### config.mk
export PLATFORM = sky130hd
export DESIGN_NAME = bsp_tap
export DESIGN_NICKNAME = d
export VERILOG_FILES = /design/src/bsp_mem.v /design/src/bsp_fifo.v /design/src/bsp_tap.v
export VERILOG_INCLUDE_DIRS = /design/src
export SDC_FILE = /design/constraint.sdc
export NUM_CORES = 2
export LEC_CHECK = 0
export BUFFER_PORTS_ARGS = -buffer_cell sky130_fd_sc_hd__buf_2
export CORE_ASPECT_RATIO = 0.5
export CORE_MARGIN = 2
export CORE_UTILIZATION = 55
export DETAILED_ROUTE_END_ITERATION = 10
export PLACE_DENSITY = 0.85
export SLEW_MARGIN = 25
export SYNTH_ARGS = -nofsm -noshare
export SYNTH_HDL_FRONTEND = slang
export SYNTH_HIERARCHICAL = 1
export SYNTH_SLANG_ARGS = --single-unit
### constraint.sdc
create_clock -name mclk -period 8.34 [get_ports mclk]
set_clock_uncertainty 0.2 [all_clocks]
set_input_delay 1.668 -clock mclk [delete_from_list [all_inputs] [get_ports mclk]]
set_output_delay 1.668 -clock mclk [all_outputs]
set_load 0.02 [all_outputs]
### src/bsp_consts.vh
// Constants of the boundary-scan test and programming port.
// Included by the port's design files; holds definitions only.
`ifndef BSP_CONSTS_VH
`define BSP_CONSTS_VH

// ****************************************************************
// Instruction register
// ****************************************************************
`define BSP_IR_LEN 4
`define BSP_IR_EXTEST 4'h0
`define BSP_IR_SAMPLE 4'h1
`define BSP_IR_IDCODE 4'h2
`define BSP_IR_PROG 4'h8
`define BSP_IR_BYPASS 4'hF
`define BSP_IR_CAPTURE 4'h1

// ****************************************************************
// Boundary chain layout
// ****************************************************************
`define BSP_NUM_IO 96
`define BSP_NUM_IN 4
`define BSP_NUM_MC 96
`define BSP_IO_BASE 4
`define BSP_MC_BASE 292
`define BSP_CHAIN_LEN 388

// ****************************************************************
// Test pins and programming stream
// ****************************************************************
`define BSP_PIN_TCK 0
`define BSP_PIN_TMS 1
`define BSP_PIN_TDI 2
`define BSP_PIN_TDO 3
`define BSP_PROG_W 8
`define BSP_FIFO_DEPTH 16
`define BSP_FIFO_AW 4

`endif

### src/bsp_mem.v
// Small word memory with a registered read port for the programming FIFO.
// Single clock; read data appear one edge after the address.
`timescale 1ns/1ps
`default_nettype none

module bsp_mem #(
  parameter W = 8,
  parameter AW = 4
) (
  input wire mclk,
  input wire reset_n,
  input wire we,
  input wire [AW-1:0] waddr,
  input wire [W-1:0] wdata,
  input wire [AW-1:0] raddr,
  output reg [W-1:0] rdata
);

  reg [W-1:0] mem [0:(1<<AW)-1];

  always @(posedge mclk) begin
    if (we) begin
      mem[waddr] <= wdata;
    end
  end

  always @(posedge mclk or negedge reset_n) begin
    if (!reset_n) begin
      rdata <= {W{1'b0}};
    end else begin
      rdata <= mem[raddr];
    end
  end

endmodule // bsp_mem
`default_nettype wire

### src/bsp_fifo.v
// FIFO for the programming byte stream, valid/ready on both sides.
// Depth must be a power of two; storage lives in bsp_mem.
`timescale 1ns/1ps
`default_nettype none

module bsp_fifo #(
  parameter W = 8,
  parameter DEPTH = 16,
  parameter AW = 4
) (
  input wire mclk,
  input wire reset_n,
  input wire in_valid,
  output wire in_ready,
  input wire [W-1:0] in_data,
  output reg out_valid,
  input wire out_ready,
  output wire [W-1:0] out_data
);

  localparam [AW:0] FULL = DEPTH[AW:0];
  reg [AW-1:0] wr_ptr_reg;
  reg [AW-1:0] rd_ptr_reg;
  reg [AW:0] count_reg;
  wire push;
  wire pop;
  wire [AW-1:0] rd_ptr_next;
  wire [AW:0] kept;

  assign in_ready = (count_reg != FULL);
  assign push = in_valid && in_ready;
  assign pop = out_valid && out_ready;
  assign rd_ptr_next = pop ? rd_ptr_reg + 1'b1 : rd_ptr_reg;
  // Words already stored before this edge; a word written now is read next cycle
  assign kept = pop ? count_reg - 1'b1 : count_reg;

  bsp_mem #(.W(W), .AW(AW)) u_mem (
    .mclk(mclk),
    .reset_n(reset_n),
    .we(push),
    .waddr(wr_ptr_reg),
    .wdata(in_data),
    .raddr(rd_ptr_next),
    .rdata(out_data)
  );

  always @(posedge mclk or negedge reset_n) begin
    if (!reset_n) begin
      wr_ptr_reg <= {AW{1'b0}};
      rd_ptr_reg <= {AW{1'b0}};
      count_reg <= {(AW+1){1'b0}};
      out_valid <= 1'b0;
    end else begin
      if (push) begin
        wr_ptr_reg <= wr_ptr_reg + 1'b1;
      end
      rd_ptr_reg <= rd_ptr_next;
      count_reg <= kept + {{AW{1'b0}}, push};
      out_valid <= (kept != {(AW+1){1'b0}});
    end
  end

endmodule // bsp_fifo
`default_nettype wire

### src/bsp_tap.v
// Boundary-scan test and programming port: test access port controller,
// boundary chain, identification and bypass registers, programming stream.
// Assumes mclk far faster than the test clock; all pins arrive unsynchronised.
// Operation
// [RL1] No test-reset pin; controller enters reset state at power-up reset.
// [RL2] Instructions SAMPLE/PRELOAD, EXTEST, BYPASS and IDCODE are supported.
// [RL3] Each input pin and I/O pin owns a boundary cell.
// [RL4] Chain covers 96 I/O pins and four dedicated input pins.
// [RL5] Cells hold three capture stages and at most two update stages; input and macrocell cells hold one capture stage.
// [RL6] Separate cell variants for pins and for macrocells.
// [RL7] One serial chain of capture stages from test data in to out.
// [RL8] Capture stages sample, shift, and load update stages on command.
// [RL9] Capture, shift and update controls come from the controller itself.
// [RL10] Programming data enter through the same four test pins.
// [RL11] When disabled, the four test pins are ordinary user I/O.
// [RL12] Pull-up on mode select and data in is a selectable option.
// [RL13] Tester drives the port by the public access port protocol.
// [RL14] Sixteen-state sequence on rising test clock; output changes on falling.
// [RL15] BYPASS uses one bit; IDCODE shifts a 32-bit identification word.
`timescale 1ns/1ps
`default_nettype none
`include "bsp_consts.vh"

module bsp_tap #(
  // Identification word; value is arbitrary, bit 0 set as required
  parameter [31:0] ID_CODE = 32'h0000_0001
) (
  input wire mclk,
  input wire reset_n,
  input wire jtag_en,
  input wire pullup_opt,
  input wire [3:0] jpin_in,
  output reg [3:0] jpin_out,
  output reg [3:0] jpin_oe,
  output reg tms_pullup,
  output reg tdi_pullup,
  output wire [3:0] user_jpin_in,
  input wire [3:0] user_jpin_out,
  input wire [3:0] user_jpin_oe,
  input wire [`BSP_NUM_IO-1:0] pin_in,
  output reg [`BSP_NUM_IO-1:0] pin_out,
  output reg [`BSP_NUM_IO-1:0] pin_oe,
  input wire [`BSP_NUM_IO-1:0] core_out,
  input wire [`BSP_NUM_IO-1:0] core_oe,
  output wire [`BSP_NUM_IO-1:0] core_in,
  input wire [`BSP_NUM_IN-1:0] ded_in,
  output wire [`BSP_NUM_IN-1:0] core_ded_in,
  input wire [`BSP_NUM_MC-1:0] mc_q,
  output wire [`BSP_PROG_W-1:0] prog_data,
  output wire prog_valid,
  input wire prog_ready,
  output wire prog_space
);

  // ****************************************************************
  // Controller states
  // ****************************************************************
  localparam [3:0] ST_RESET = 4'h0;
  localparam [3:0] ST_IDLE = 4'h1;
  localparam [3:0] ST_SEL_DR = 4'h2;
  localparam [3:0] ST_CAP_DR = 4'h3;
  localparam [3:0] ST_SH_DR = 4'h4;
  localparam [3:0] ST_EX1_DR = 4'h5;
  localparam [3:0] ST_PA_DR = 4'h6;
  localparam [3:0] ST_EX2_DR = 4'h7;
  localparam [3:0] ST_UPD_DR = 4'h8;
  localparam [3:0] ST_SEL_IR = 4'h9;
  localparam [3:0] ST_CAP_IR = 4'hA;
  localparam [3:0] ST_SH_IR = 4'hB;
  localparam [3:0] ST_EX1_IR = 4'hC;
  localparam [3:0] ST_PA_IR = 4'hD;
  localparam [3:0] ST_EX2_IR = 4'hE;
  localparam [3:0] ST_UPD_IR = 4'hF;

  // Next state from mode select, used by the controller state register
  function [3:0] tap_next;
    input [3:0] s;
    input t;
    begin
      case (s)
        ST_RESET: tap_next = t ? ST_RESET : ST_IDLE;
        ST_IDLE: tap_next = t ? ST_SEL_DR : ST_IDLE;
        ST_SEL_DR: tap_next = t ? ST_SEL_IR : ST_CAP_DR;
        ST_CAP_DR: tap_next = t ? ST_EX1_DR : ST_SH_DR;
        ST_SH_DR: tap_next = t ? ST_EX1_DR : ST_SH_DR;
        ST_EX1_DR: tap_next = t ? ST_UPD_DR : ST_PA_DR;
        ST_PA_DR: tap_next = t ? ST_EX2_DR : ST_PA_DR;
        ST_EX2_DR: tap_next = t ? ST_UPD_DR : ST_SH_DR;
        ST_UPD_DR: tap_next = t ? ST_SEL_DR : ST_IDLE;
        ST_SEL_IR: tap_next = t ? ST_RESET : ST_CAP_IR;
        ST_CAP_IR: tap_next = t ? ST_EX1_IR : ST_SH_IR;
        ST_SH_IR: tap_next = t ? ST_EX1_IR : ST_SH_IR;
        ST_EX1_IR: tap_next = t ? ST_UPD_IR : ST_PA_IR;
        ST_PA_IR: tap_next = t ? ST_EX2_IR : ST_PA_IR;
        ST_EX2_IR: tap_next = t ? ST_UPD_IR : ST_SH_IR;
        ST_UPD_IR: tap_next = t ? ST_SEL_DR : ST_IDLE;
        default: tap_next = ST_RESET;
      endcase
    end
  endfunction

  // ****************************************************************
  // Pin synchronisers and test clock edges
  // ****************************************************************
  reg [3:0] jpin_s1_reg;
  reg [3:0] jpin_s2_reg;
  reg tck_prev_reg;
  reg [`BSP_NUM_IO-1:0] pin_s1_reg;
  reg [`BSP_NUM_IO-1:0] pin_s2_reg;
  reg [`BSP_NUM_IN-1:0] ded_s1_reg;
  reg [`BSP_NUM_IN-1:0] ded_s2_reg;
  wire tck_s;
  wire tms_s;
  wire tdi_s;
  wire tck_rise;
  wire tck_fall;

  always @(posedge mclk or negedge reset_n) begin
    if (!reset_n) begin
      jpin_s1_reg <= 4'h0;
      jpin_s2_reg <= 4'h0;
      tck_prev_reg <= 1'b0;
      pin_s1_reg <= {`BSP_NUM_IO{1'b0}};
      pin_s2_reg <= {`BSP_NUM_IO{1'b0}};
      ded_s1_reg <= {`BSP_NUM_IN{1'b0}};
      ded_s2_reg <= {`BSP_NUM_IN{1'b0}};
    end else begin
      jpin_s1_reg <= jpin_in;
      jpin_s2_reg <= jpin_s1_reg;
      tck_prev_reg <= tck_s;
      pin_s1_reg <= pin_in;
      pin_s2_reg <= pin_s1_reg;
      ded_s1_reg <= ded_in;
      ded_s2_reg <= ded_s1_reg;
    end
  end

  assign tck_s = jpin_s2_reg[`BSP_PIN_TCK];
  assign tms_s = jpin_s2_reg[`BSP_PIN_TMS];
  assign tdi_s = jpin_s2_reg[`BSP_PIN_TDI];
  // Edges count only while the port is enabled; otherwise the pins are user I/O
  assign tck_rise = jtag_en && tck_s && !tck_prev_reg; // RL11
  assign tck_fall = jtag_en && !tck_s && tck_prev_reg;
  assign user_jpin_in = jpin_s2_reg;
  assign core_in = pin_s2_reg;
  assign core_ded_in = ded_s2_reg;

  // ****************************************************************
  // Controller, instruction and data registers
  // ****************************************************************
  reg [3:0] state_reg;
  reg [`BSP_IR_LEN-1:0] ir_reg;
  reg [`BSP_IR_LEN-1:0] ir_sh_reg;
  reg [`BSP_CHAIN_LEN-1:0] bsr_reg;
  reg [`BSP_NUM_IO-1:0] upd_out_reg;
  reg [`BSP_NUM_IO-1:0] upd_oe_reg;
  reg [31:0] id_sh_reg;
  reg byp_reg;
  reg [`BSP_PROG_W-1:0] prog_sh_reg;
  reg prog_push_reg;
  reg prog_ovf_reg;
  reg tdo_reg;
  reg tdo_oe_reg;
  wire sel_bsr;
  wire sel_id;
  wire sel_prog;
  wire extest;
  wire fifo_ready;
  wire ovf_set;
  wire ovf_clr;
  wire [`BSP_CHAIN_LEN-1:0] cap_vec;
  wire [`BSP_NUM_IO-1:0] chain_out;
  wire [`BSP_NUM_IO-1:0] chain_oe;
  reg dr_lsb;

  assign sel_bsr = (ir_reg == `BSP_IR_EXTEST) || (ir_reg == `BSP_IR_SAMPLE); // RL2
  assign sel_id = (ir_reg == `BSP_IR_IDCODE);
  assign sel_prog = (ir_reg == `BSP_IR_PROG); // RL10
  assign extest = jtag_en && (ir_reg == `BSP_IR_EXTEST);

  // Cell layout: input cells first, then three stages per I/O pin, then macrocells
  assign cap_vec[`BSP_NUM_IN-1:0] = ded_s2_reg; // RL3
  genvar g;
  generate
    for (g = 0; g < `BSP_NUM_IO; g = g + 1) begin : g_cell // RL4
      assign cap_vec[`BSP_IO_BASE+3*g] = pin_s2_reg[g]; // RL5
      assign cap_vec[`BSP_IO_BASE+3*g+1] = pin_out[g];
      assign cap_vec[`BSP_IO_BASE+3*g+2] = pin_oe[g];
      assign chain_out[g] = bsr_reg[`BSP_IO_BASE+3*g+1];
      assign chain_oe[g] = bsr_reg[`BSP_IO_BASE+3*g+2];
    end
    for (g = 0; g < `BSP_NUM_MC; g = g + 1) begin : g_mc
      // Macrocell cells only observe; they have no update stage
      assign cap_vec[`BSP_MC_BASE+g] = mc_q[g]; // RL6
    end
  endgenerate

  // Sticky overflow: a byte lost while the FIFO was full; set beats clear
  assign ovf_set = tck_rise && (state_reg == ST_UPD_DR) && sel_prog && !fifo_ready;
  assign ovf_clr = tck_rise && (state_reg == ST_CAP_DR) && sel_prog;

  always @(posedge mclk or negedge reset_n) begin
    if (!reset_n) begin
      state_reg <= ST_RESET; // RL1
      ir_reg <= `BSP_IR_IDCODE;
      ir_sh_reg <= `BSP_IR_CAPTURE;
      bsr_reg <= {`BSP_CHAIN_LEN{1'b0}};
      upd_out_reg <= {`BSP_NUM_IO{1'b0}};
      upd_oe_reg <= {`BSP_NUM_IO{1'b0}};
      id_sh_reg <= 32'h0000_0000;
      byp_reg <= 1'b0;
      prog_sh_reg <= {`BSP_PROG_W{1'b0}};
      prog_push_reg <= 1'b0;
      prog_ovf_reg <= 1'b0;
    end else if (!jtag_en) begin
      state_reg <= ST_RESET; // RL11
      ir_reg <= `BSP_IR_IDCODE;
      prog_push_reg <= 1'b0;
    end else begin
      prog_push_reg <= 1'b0;
      prog_ovf_reg <= ovf_set | (prog_ovf_reg & ~ovf_clr);
      if (tck_rise) begin
        state_reg <= tap_next(state_reg, tms_s); // RL14
        case (state_reg)
          ST_RESET: begin
            ir_reg <= `BSP_IR_IDCODE;
          end
          ST_CAP_IR: begin
            ir_sh_reg <= `BSP_IR_CAPTURE;
          end
          ST_SH_IR: begin
            ir_sh_reg <= {tdi_s, ir_sh_reg[`BSP_IR_LEN-1:1]};
          end
          ST_UPD_IR: begin
            ir_reg <= ir_sh_reg;
          end
          ST_CAP_DR: begin
            // RL9
            if (sel_bsr) begin
              bsr_reg <= cap_vec; // RL8
            end else if (sel_id) begin
              id_sh_reg <= ID_CODE; // RL15
            end else if (sel_prog) begin
              prog_sh_reg <= {{(`BSP_PROG_W-2){1'b0}}, prog_ovf_reg, fifo_ready};
            end else begin
              byp_reg <= 1'b0; // RL15
            end
          end
          ST_SH_DR: begin
            if (sel_bsr) begin
              bsr_reg <= {tdi_s, bsr_reg[`BSP_CHAIN_LEN-1:1]}; // RL7
            end else if (sel_id) begin
              id_sh_reg <= {tdi_s, id_sh_reg[31:1]};
            end else if (sel_prog) begin
              prog_sh_reg <= {tdi_s, prog_sh_reg[`BSP_PROG_W-1:1]}; // RL10
            end else begin
              byp_reg <= tdi_s;
            end
          end
          ST_UPD_DR: begin
            if (sel_bsr) begin
              upd_out_reg <= chain_out; // RL8
              upd_oe_reg <= chain_oe;
            end else if (sel_prog) begin
              prog_push_reg <= fifo_ready;
            end
          end
          default: begin
            ir_sh_reg <= ir_sh_reg;
          end
        endcase
      end
    end
  end

  // ****************************************************************
  // Test data output, changed on the falling test clock edge
  // ****************************************************************
  always @* begin
    if (sel_bsr) begin
      dr_lsb = bsr_reg[0];
    end else if (sel_id) begin
      dr_lsb = id_sh_reg[0];
    end else if (sel_prog) begin
      dr_lsb = prog_sh_reg[0];
    end else begin
      dr_lsb = byp_reg;
    end
  end

  always @(posedge mclk or negedge reset_n) begin
    if (!reset_n) begin
      tdo_reg <= 1'b0;
      tdo_oe_reg <= 1'b0;
    end else if (!jtag_en) begin
      tdo_reg <= 1'b0;
      tdo_oe_reg <= 1'b0;
    end else if (tck_fall) begin
      tdo_reg <= (state_reg == ST_SH_IR) ? ir_sh_reg[0] : dr_lsb; // RL14
      tdo_oe_reg <= (state_reg == ST_SH_IR) || (state_reg == ST_SH_DR);
    end
  end

  // ****************************************************************
  // Pin drivers
  // ****************************************************************
  always @(posedge mclk or negedge reset_n) begin
    if (!reset_n) begin
      jpin_out <= 4'h0;
      jpin_oe <= 4'h0;
      tms_pullup <= 1'b0;
      tdi_pullup <= 1'b0;
      pin_out <= {`BSP_NUM_IO{1'b0}};
      pin_oe <= {`BSP_NUM_IO{1'b0}};
    end else begin
      if (jtag_en) begin
        jpin_out <= {tdo_reg, 3'h0};
        jpin_oe <= {tdo_oe_reg, 3'h0};
      end else begin
        jpin_out <= user_jpin_out; // RL11
        jpin_oe <= user_jpin_oe;
      end
      tms_pullup <= jtag_en && pullup_opt; // RL12
      tdi_pullup <= jtag_en && pullup_opt;
      pin_out <= extest ? upd_out_reg : core_out; // RL2
      pin_oe <= extest ? upd_oe_reg : core_oe;
    end
  end

  // ****************************************************************
  // Programming byte stream
  // ****************************************************************
  bsp_fifo #(
    .W(`BSP_PROG_W),
    .DEPTH(`BSP_FIFO_DEPTH),
    .AW(`BSP_FIFO_AW)
  ) u_fifo (
    .mclk(mclk),
    .reset_n(reset_n),
    .in_valid(prog_push_reg),
    .in_ready(fifo_ready),
    .in_data(prog_sh_reg),
    .out_valid(prog_valid),
    .out_ready(prog_ready),
    .out_data(prog_data)
  );

  assign prog_space = fifo_ready;

endmodule // bsp_tap
`default_nettype wire

==> impl_summary.md <==
Cells and area
The final cell count without fillers is 5191. The relative area change from synthesis to final layout is 16.7%. The finished cells cover about 0.054 mm2. The filler cell count in the final layout is between 5k and 6k. The number of nets in the final layout is about 4.4k.

Cells with a size suffix above 1 make up between 30% and 40% of the layout. The sequential cells in the finished layout cover a total of between 0.03 and 0.04 mm2. The multi-input logic area is around 0.014 mm2. The final core utilization is around 65%. The register with the most flip-flops in the layout has just under 400 of them.

Timing
The slack of the critical path is around 3800 ps. Timing would allow up to about 220 MHz. Setup violations remaining at the end of the flow were counted as 0.

The final critical-path required period is 4580 ps. The slew at the pin closest to its max-slew limit is between 1000 and 1500 ps. Setup repair after global routing left no endpoint under its margin. The count of final max-slew check failures is 0. The final critical path takes up between 50% and 60% of the cycle. Final hold analysis gives a worst-case slack of roughly 140 ps. The setup TNS is 0 ps. The worst relative slew slack is a little under a third. The number of hold-slack violations in the final timing report came to 0.

Synthesis
By area the synthesized netlist is led by sky130_fd_sc_hd__dfrtp_1 (58%), sky130_fd_sc_hd__mux2i_1 (8.5%), sky130_fd_sc_hd__edfxtp_1 (8.3%). The gate count of the mapped netlist is between 3k and 4k. The share of the yosys chip area belonging to registers is between 60% and 70%. The fraction of registers with async set or reset after synthesis is about nine tenths. The fraction of synthesized cell area in xor and xnor cells is less than 1%. The synthesized design spends more area on one cell type than any other, namely sky130_fd_sc_hd__dfrtp_1. After synthesis, the mean cell area works out to 13.9 um2. The synthesized design contains 128 enable-type register cells. In the synthesized netlist the dominant register cell turns out to be sky130_fd_sc_hd__dfrtp_1. Summing the areas of all compound-gate instances in the mapped netlist gives ~5.7% of the synthesized area. By count the netlist is led by sky130_fd_sc_hd__dfrtp_1 (1067), sky130_fd_sc_hd__nand2_1 (487), sky130_fd_sc_hd__mux2i_1 (390).

Measured against the total synthesized area, the mux share comes to between 10% and 20%. Summing the areas of all and, or, nand and nor instances in the mapped netlist gives 5.23% of the synthesized area. The combinational family with the most area after synthesis is multiplexers.

The synthesized-area fraction occupied by adder cells is less than 1%. The top cell type's share of synthesized area is a little under 60%. The mapped netlist covers between 0.04 and 0.05 mm2. The post-synthesis net count is approximately 3.7k.

The number of warnings printed during yosys synthesis is 6. The synthesized design contains 1197 register bits. Yosys mapped the design onto 65 distinct sky130hd cell types. The most numerous cell in the Yosys netlist is sky130_fd_sc_hd__dfrtp_1.

Clock tree
Clock tree synthesis inserted a total of 100 buffers. In this run the post-CTS setup repair buffer count came out at 0. The clock sink count is 1197. The H-tree depth reported by CTS is 3. The clock reaches the later pin of the worst-skew pair after 700 ps. The clock-pin slew reported for the worst setup and hold paths after clock tree synthesis is 70 ps. No sink is reached through more buffers than the 3 on the longest clock path. For this design, the CTS-stage hold fixing added 0 buffers.

The number of gates resized after CTS was 0. The root buffer cell chosen for the clock tree is sky130_fd_sc_hd__clkbuf_16. TritonCTS built the clock tree.

Worst setup path
For the worst flop-to-flop path, the logic depth is 6. The arrival time at the worst endpoint is roughly 4900 ps. STA puts the critical path data required time at 8680 ps.

The worst setup path is launched from a flip-flop. The type of the setup path with the least slack is flip-flop to flip-flop. STA classifies the critical path endpoint as a flip-flop. Tracing the worst setup path back leads to its startpoint at state_reg[2]. The master of the slowest instance on the critical path is sky130_fd_sc_hd__buf_4. The most critical setup path has its endpoint at bsr_reg[314]. In this run the worst path has a maximum fanout of 131.

The setup slack of the most critical reg-to-reg path is between 3000 and 4000 ps. The critical path goes through nor4b_4 > buf_4 > buf_12 > buf_4 > mux2i_1 > o21ai_1. The delay of the slowest critical-path stage is about 890 ps. The most numerous cell type found on the critical path is sky130_fd_sc_hd__buf_4. In this run the critical register-to-register path is launched from state_reg[2]. The endpoint identified for the worst register-to-register timing path is bsr_reg[314].

Floorplanning
After floorplanning, the core was sized to cover 0.0823 mm2. The area enclosed by the die boundary is ~0.086 mm2. The die height is 209 um. The boundary pin count is roughly 720.

The horizontal die dimension is just over 400 um. The effective utilization at floorplan is a little under three fifths. The floorplan has between 70 and 80 rows.

Place
The placed instances occupy a cell area of around 0.050 mm2. During placement, the flow inserted port buffers numbering 720. The number of placed instances, taps included, is approximately 5k. Routability-driven placement finished with a final weighted congestion of about 0.94. Detailed placement finished with a half-perimeter wire length of between 70000 and 80000 um. Before CTS, the worst setup slack after placement is 3110 ps.

Global route
For this run, global-route usage on met1 was measured as between 30% and 40%. Summed over all layers, the global routing overflow is 0. Global routing consumed, over all layers together, 26.6% of the routing resources. The routing usage on met2 is between 40% and 50%. In this run the most used layer during global routing was met2.

The number of global-route vias before repair was between 30k and 40k. In the global route stage, met3 resource usage came out at between 4 and 5%. The number of antenna violations at the first check in global routing is 48.

The global-route wire length before repair is around 180000 um. Entering global routing, the biggest net connects ~260 pins.

Drt
In this run the remaining antenna-violating nets after routing total 0. The first detailed-routing pass ran for 8 iterations. After detailed routing, the total wire length is 115000 um. The violation count after the first detailed-routing iteration is between 2k and 3k.

After detailed routing, the number of vias per cell comes to around 5.6. In the routed design, unresolved DRC markers number 0. After detailed routing, the average wire length per cell comes to approximately 22 um. Across all layers, the routed design uses a little under 30k vias.

Pwr
Power comes to ~12 mW. The largest vdd supply drop is between 0.00015 and 0.0002 V. The analysis attributes to cell leakage a power of about 24 nW. The power density normalized to cell area is 223 mW/mm2.

Flow run
Max-cap violations in this run came to 0.

Worst hold path
The min-delay analysis places its worst path in the category flip-flop to flip-flop.

Run status
The run finished with clean final reports.
[how the worst min path moves through the flow]
stage	end	start	slack (ps)	cells after the start
global route	core_in[2]	pin_s1_reg[2]	150	0
floorplan	core_ded_in[0]	ded_s1_reg[0]	130	0
detailed placement	core_in[52]	pin_s1_reg[52]	130	0
global placement	core_in[85]	pin_s1_reg[85]	130	0
finish	core_in[4]	pin_s1_reg[4]	140	0
CTS	core_in[4]	pin_s1_reg[4]	150	0
[cell families (layout without fill, tap and decap cells)]
kind of cell               after synthesis  after routing
DFF                                   1197           1197
muxes                                  808            808
and+or+nand+nor                        581            581
AOI/OAI and AO/OA                      495            495
buffers and inverters                  220            947
xor gates and xnor gates                10             10
adders and majority gates                6              6
other                                    0             45
[placed cells by master, fill, tap and decap left out, drive strengths merged, types with 6 or more instances in the layout]
cell	netlist	final
mux2	386	386
bufinv	0	8
inv	9	11
buf	155	754
a21oi	6	6
clkbuf	53	146
nor2b	12	12
mux2i	390	390
edfxtp	128	128
clkinv	0	24
xnor2	7	7
a31oi	7	7
dfrtp	1067	1067
nand3	12	12
o21ai	441	441
nor2	23	23
nand2	487	487
a22oi	18	18
diode	0	45
mux4	32	32
nor3	10	10
[cell type report]
| cell class | count | share of cell area [%] |
|---|---|---|
| Tap cell | 1102 | 2.56 |
| Multi-Input combinational cell | 1900 | 26.5 |
| Antenna cell | 45 | 0.209 |
| Clock inverter | 38 | 0.840 |
| Timing Repair Buffer | 754 | 7.53 |
| Clock buffer | 146 | 5.38 |
| Inverter | 9 | 0.0628 |
| Sequential cell | 1197 | 56.9 |
[critical path: cells and delay by family, from the launching register on]
kind / cells / cell delay, ps
buffers and inverters: 3 / 2320
flip-flops: 1 / 690
AND/OR/NAND/NOR: 1 / 380
multiplexers: 1 / 370
AO/OA/AOI/OAI: 1 / 90
[layer usage]
metal | wire length, um | share of wire, %
met5 | 44 | 0.038
met2 | 58600 | 51
met4 | 7090 | 6.2
met1 | 44100 | 38
met3 | 5130 | 4.5
[where the power goes]
part | internal (mW) | switching [mW]
sequential | 6.03 | 0.102
combinational | 0.403 | 0.624
clock | 2.67 | 2.16
total | 9.10 | 2.89
Power figures use the tool's default switching activity.
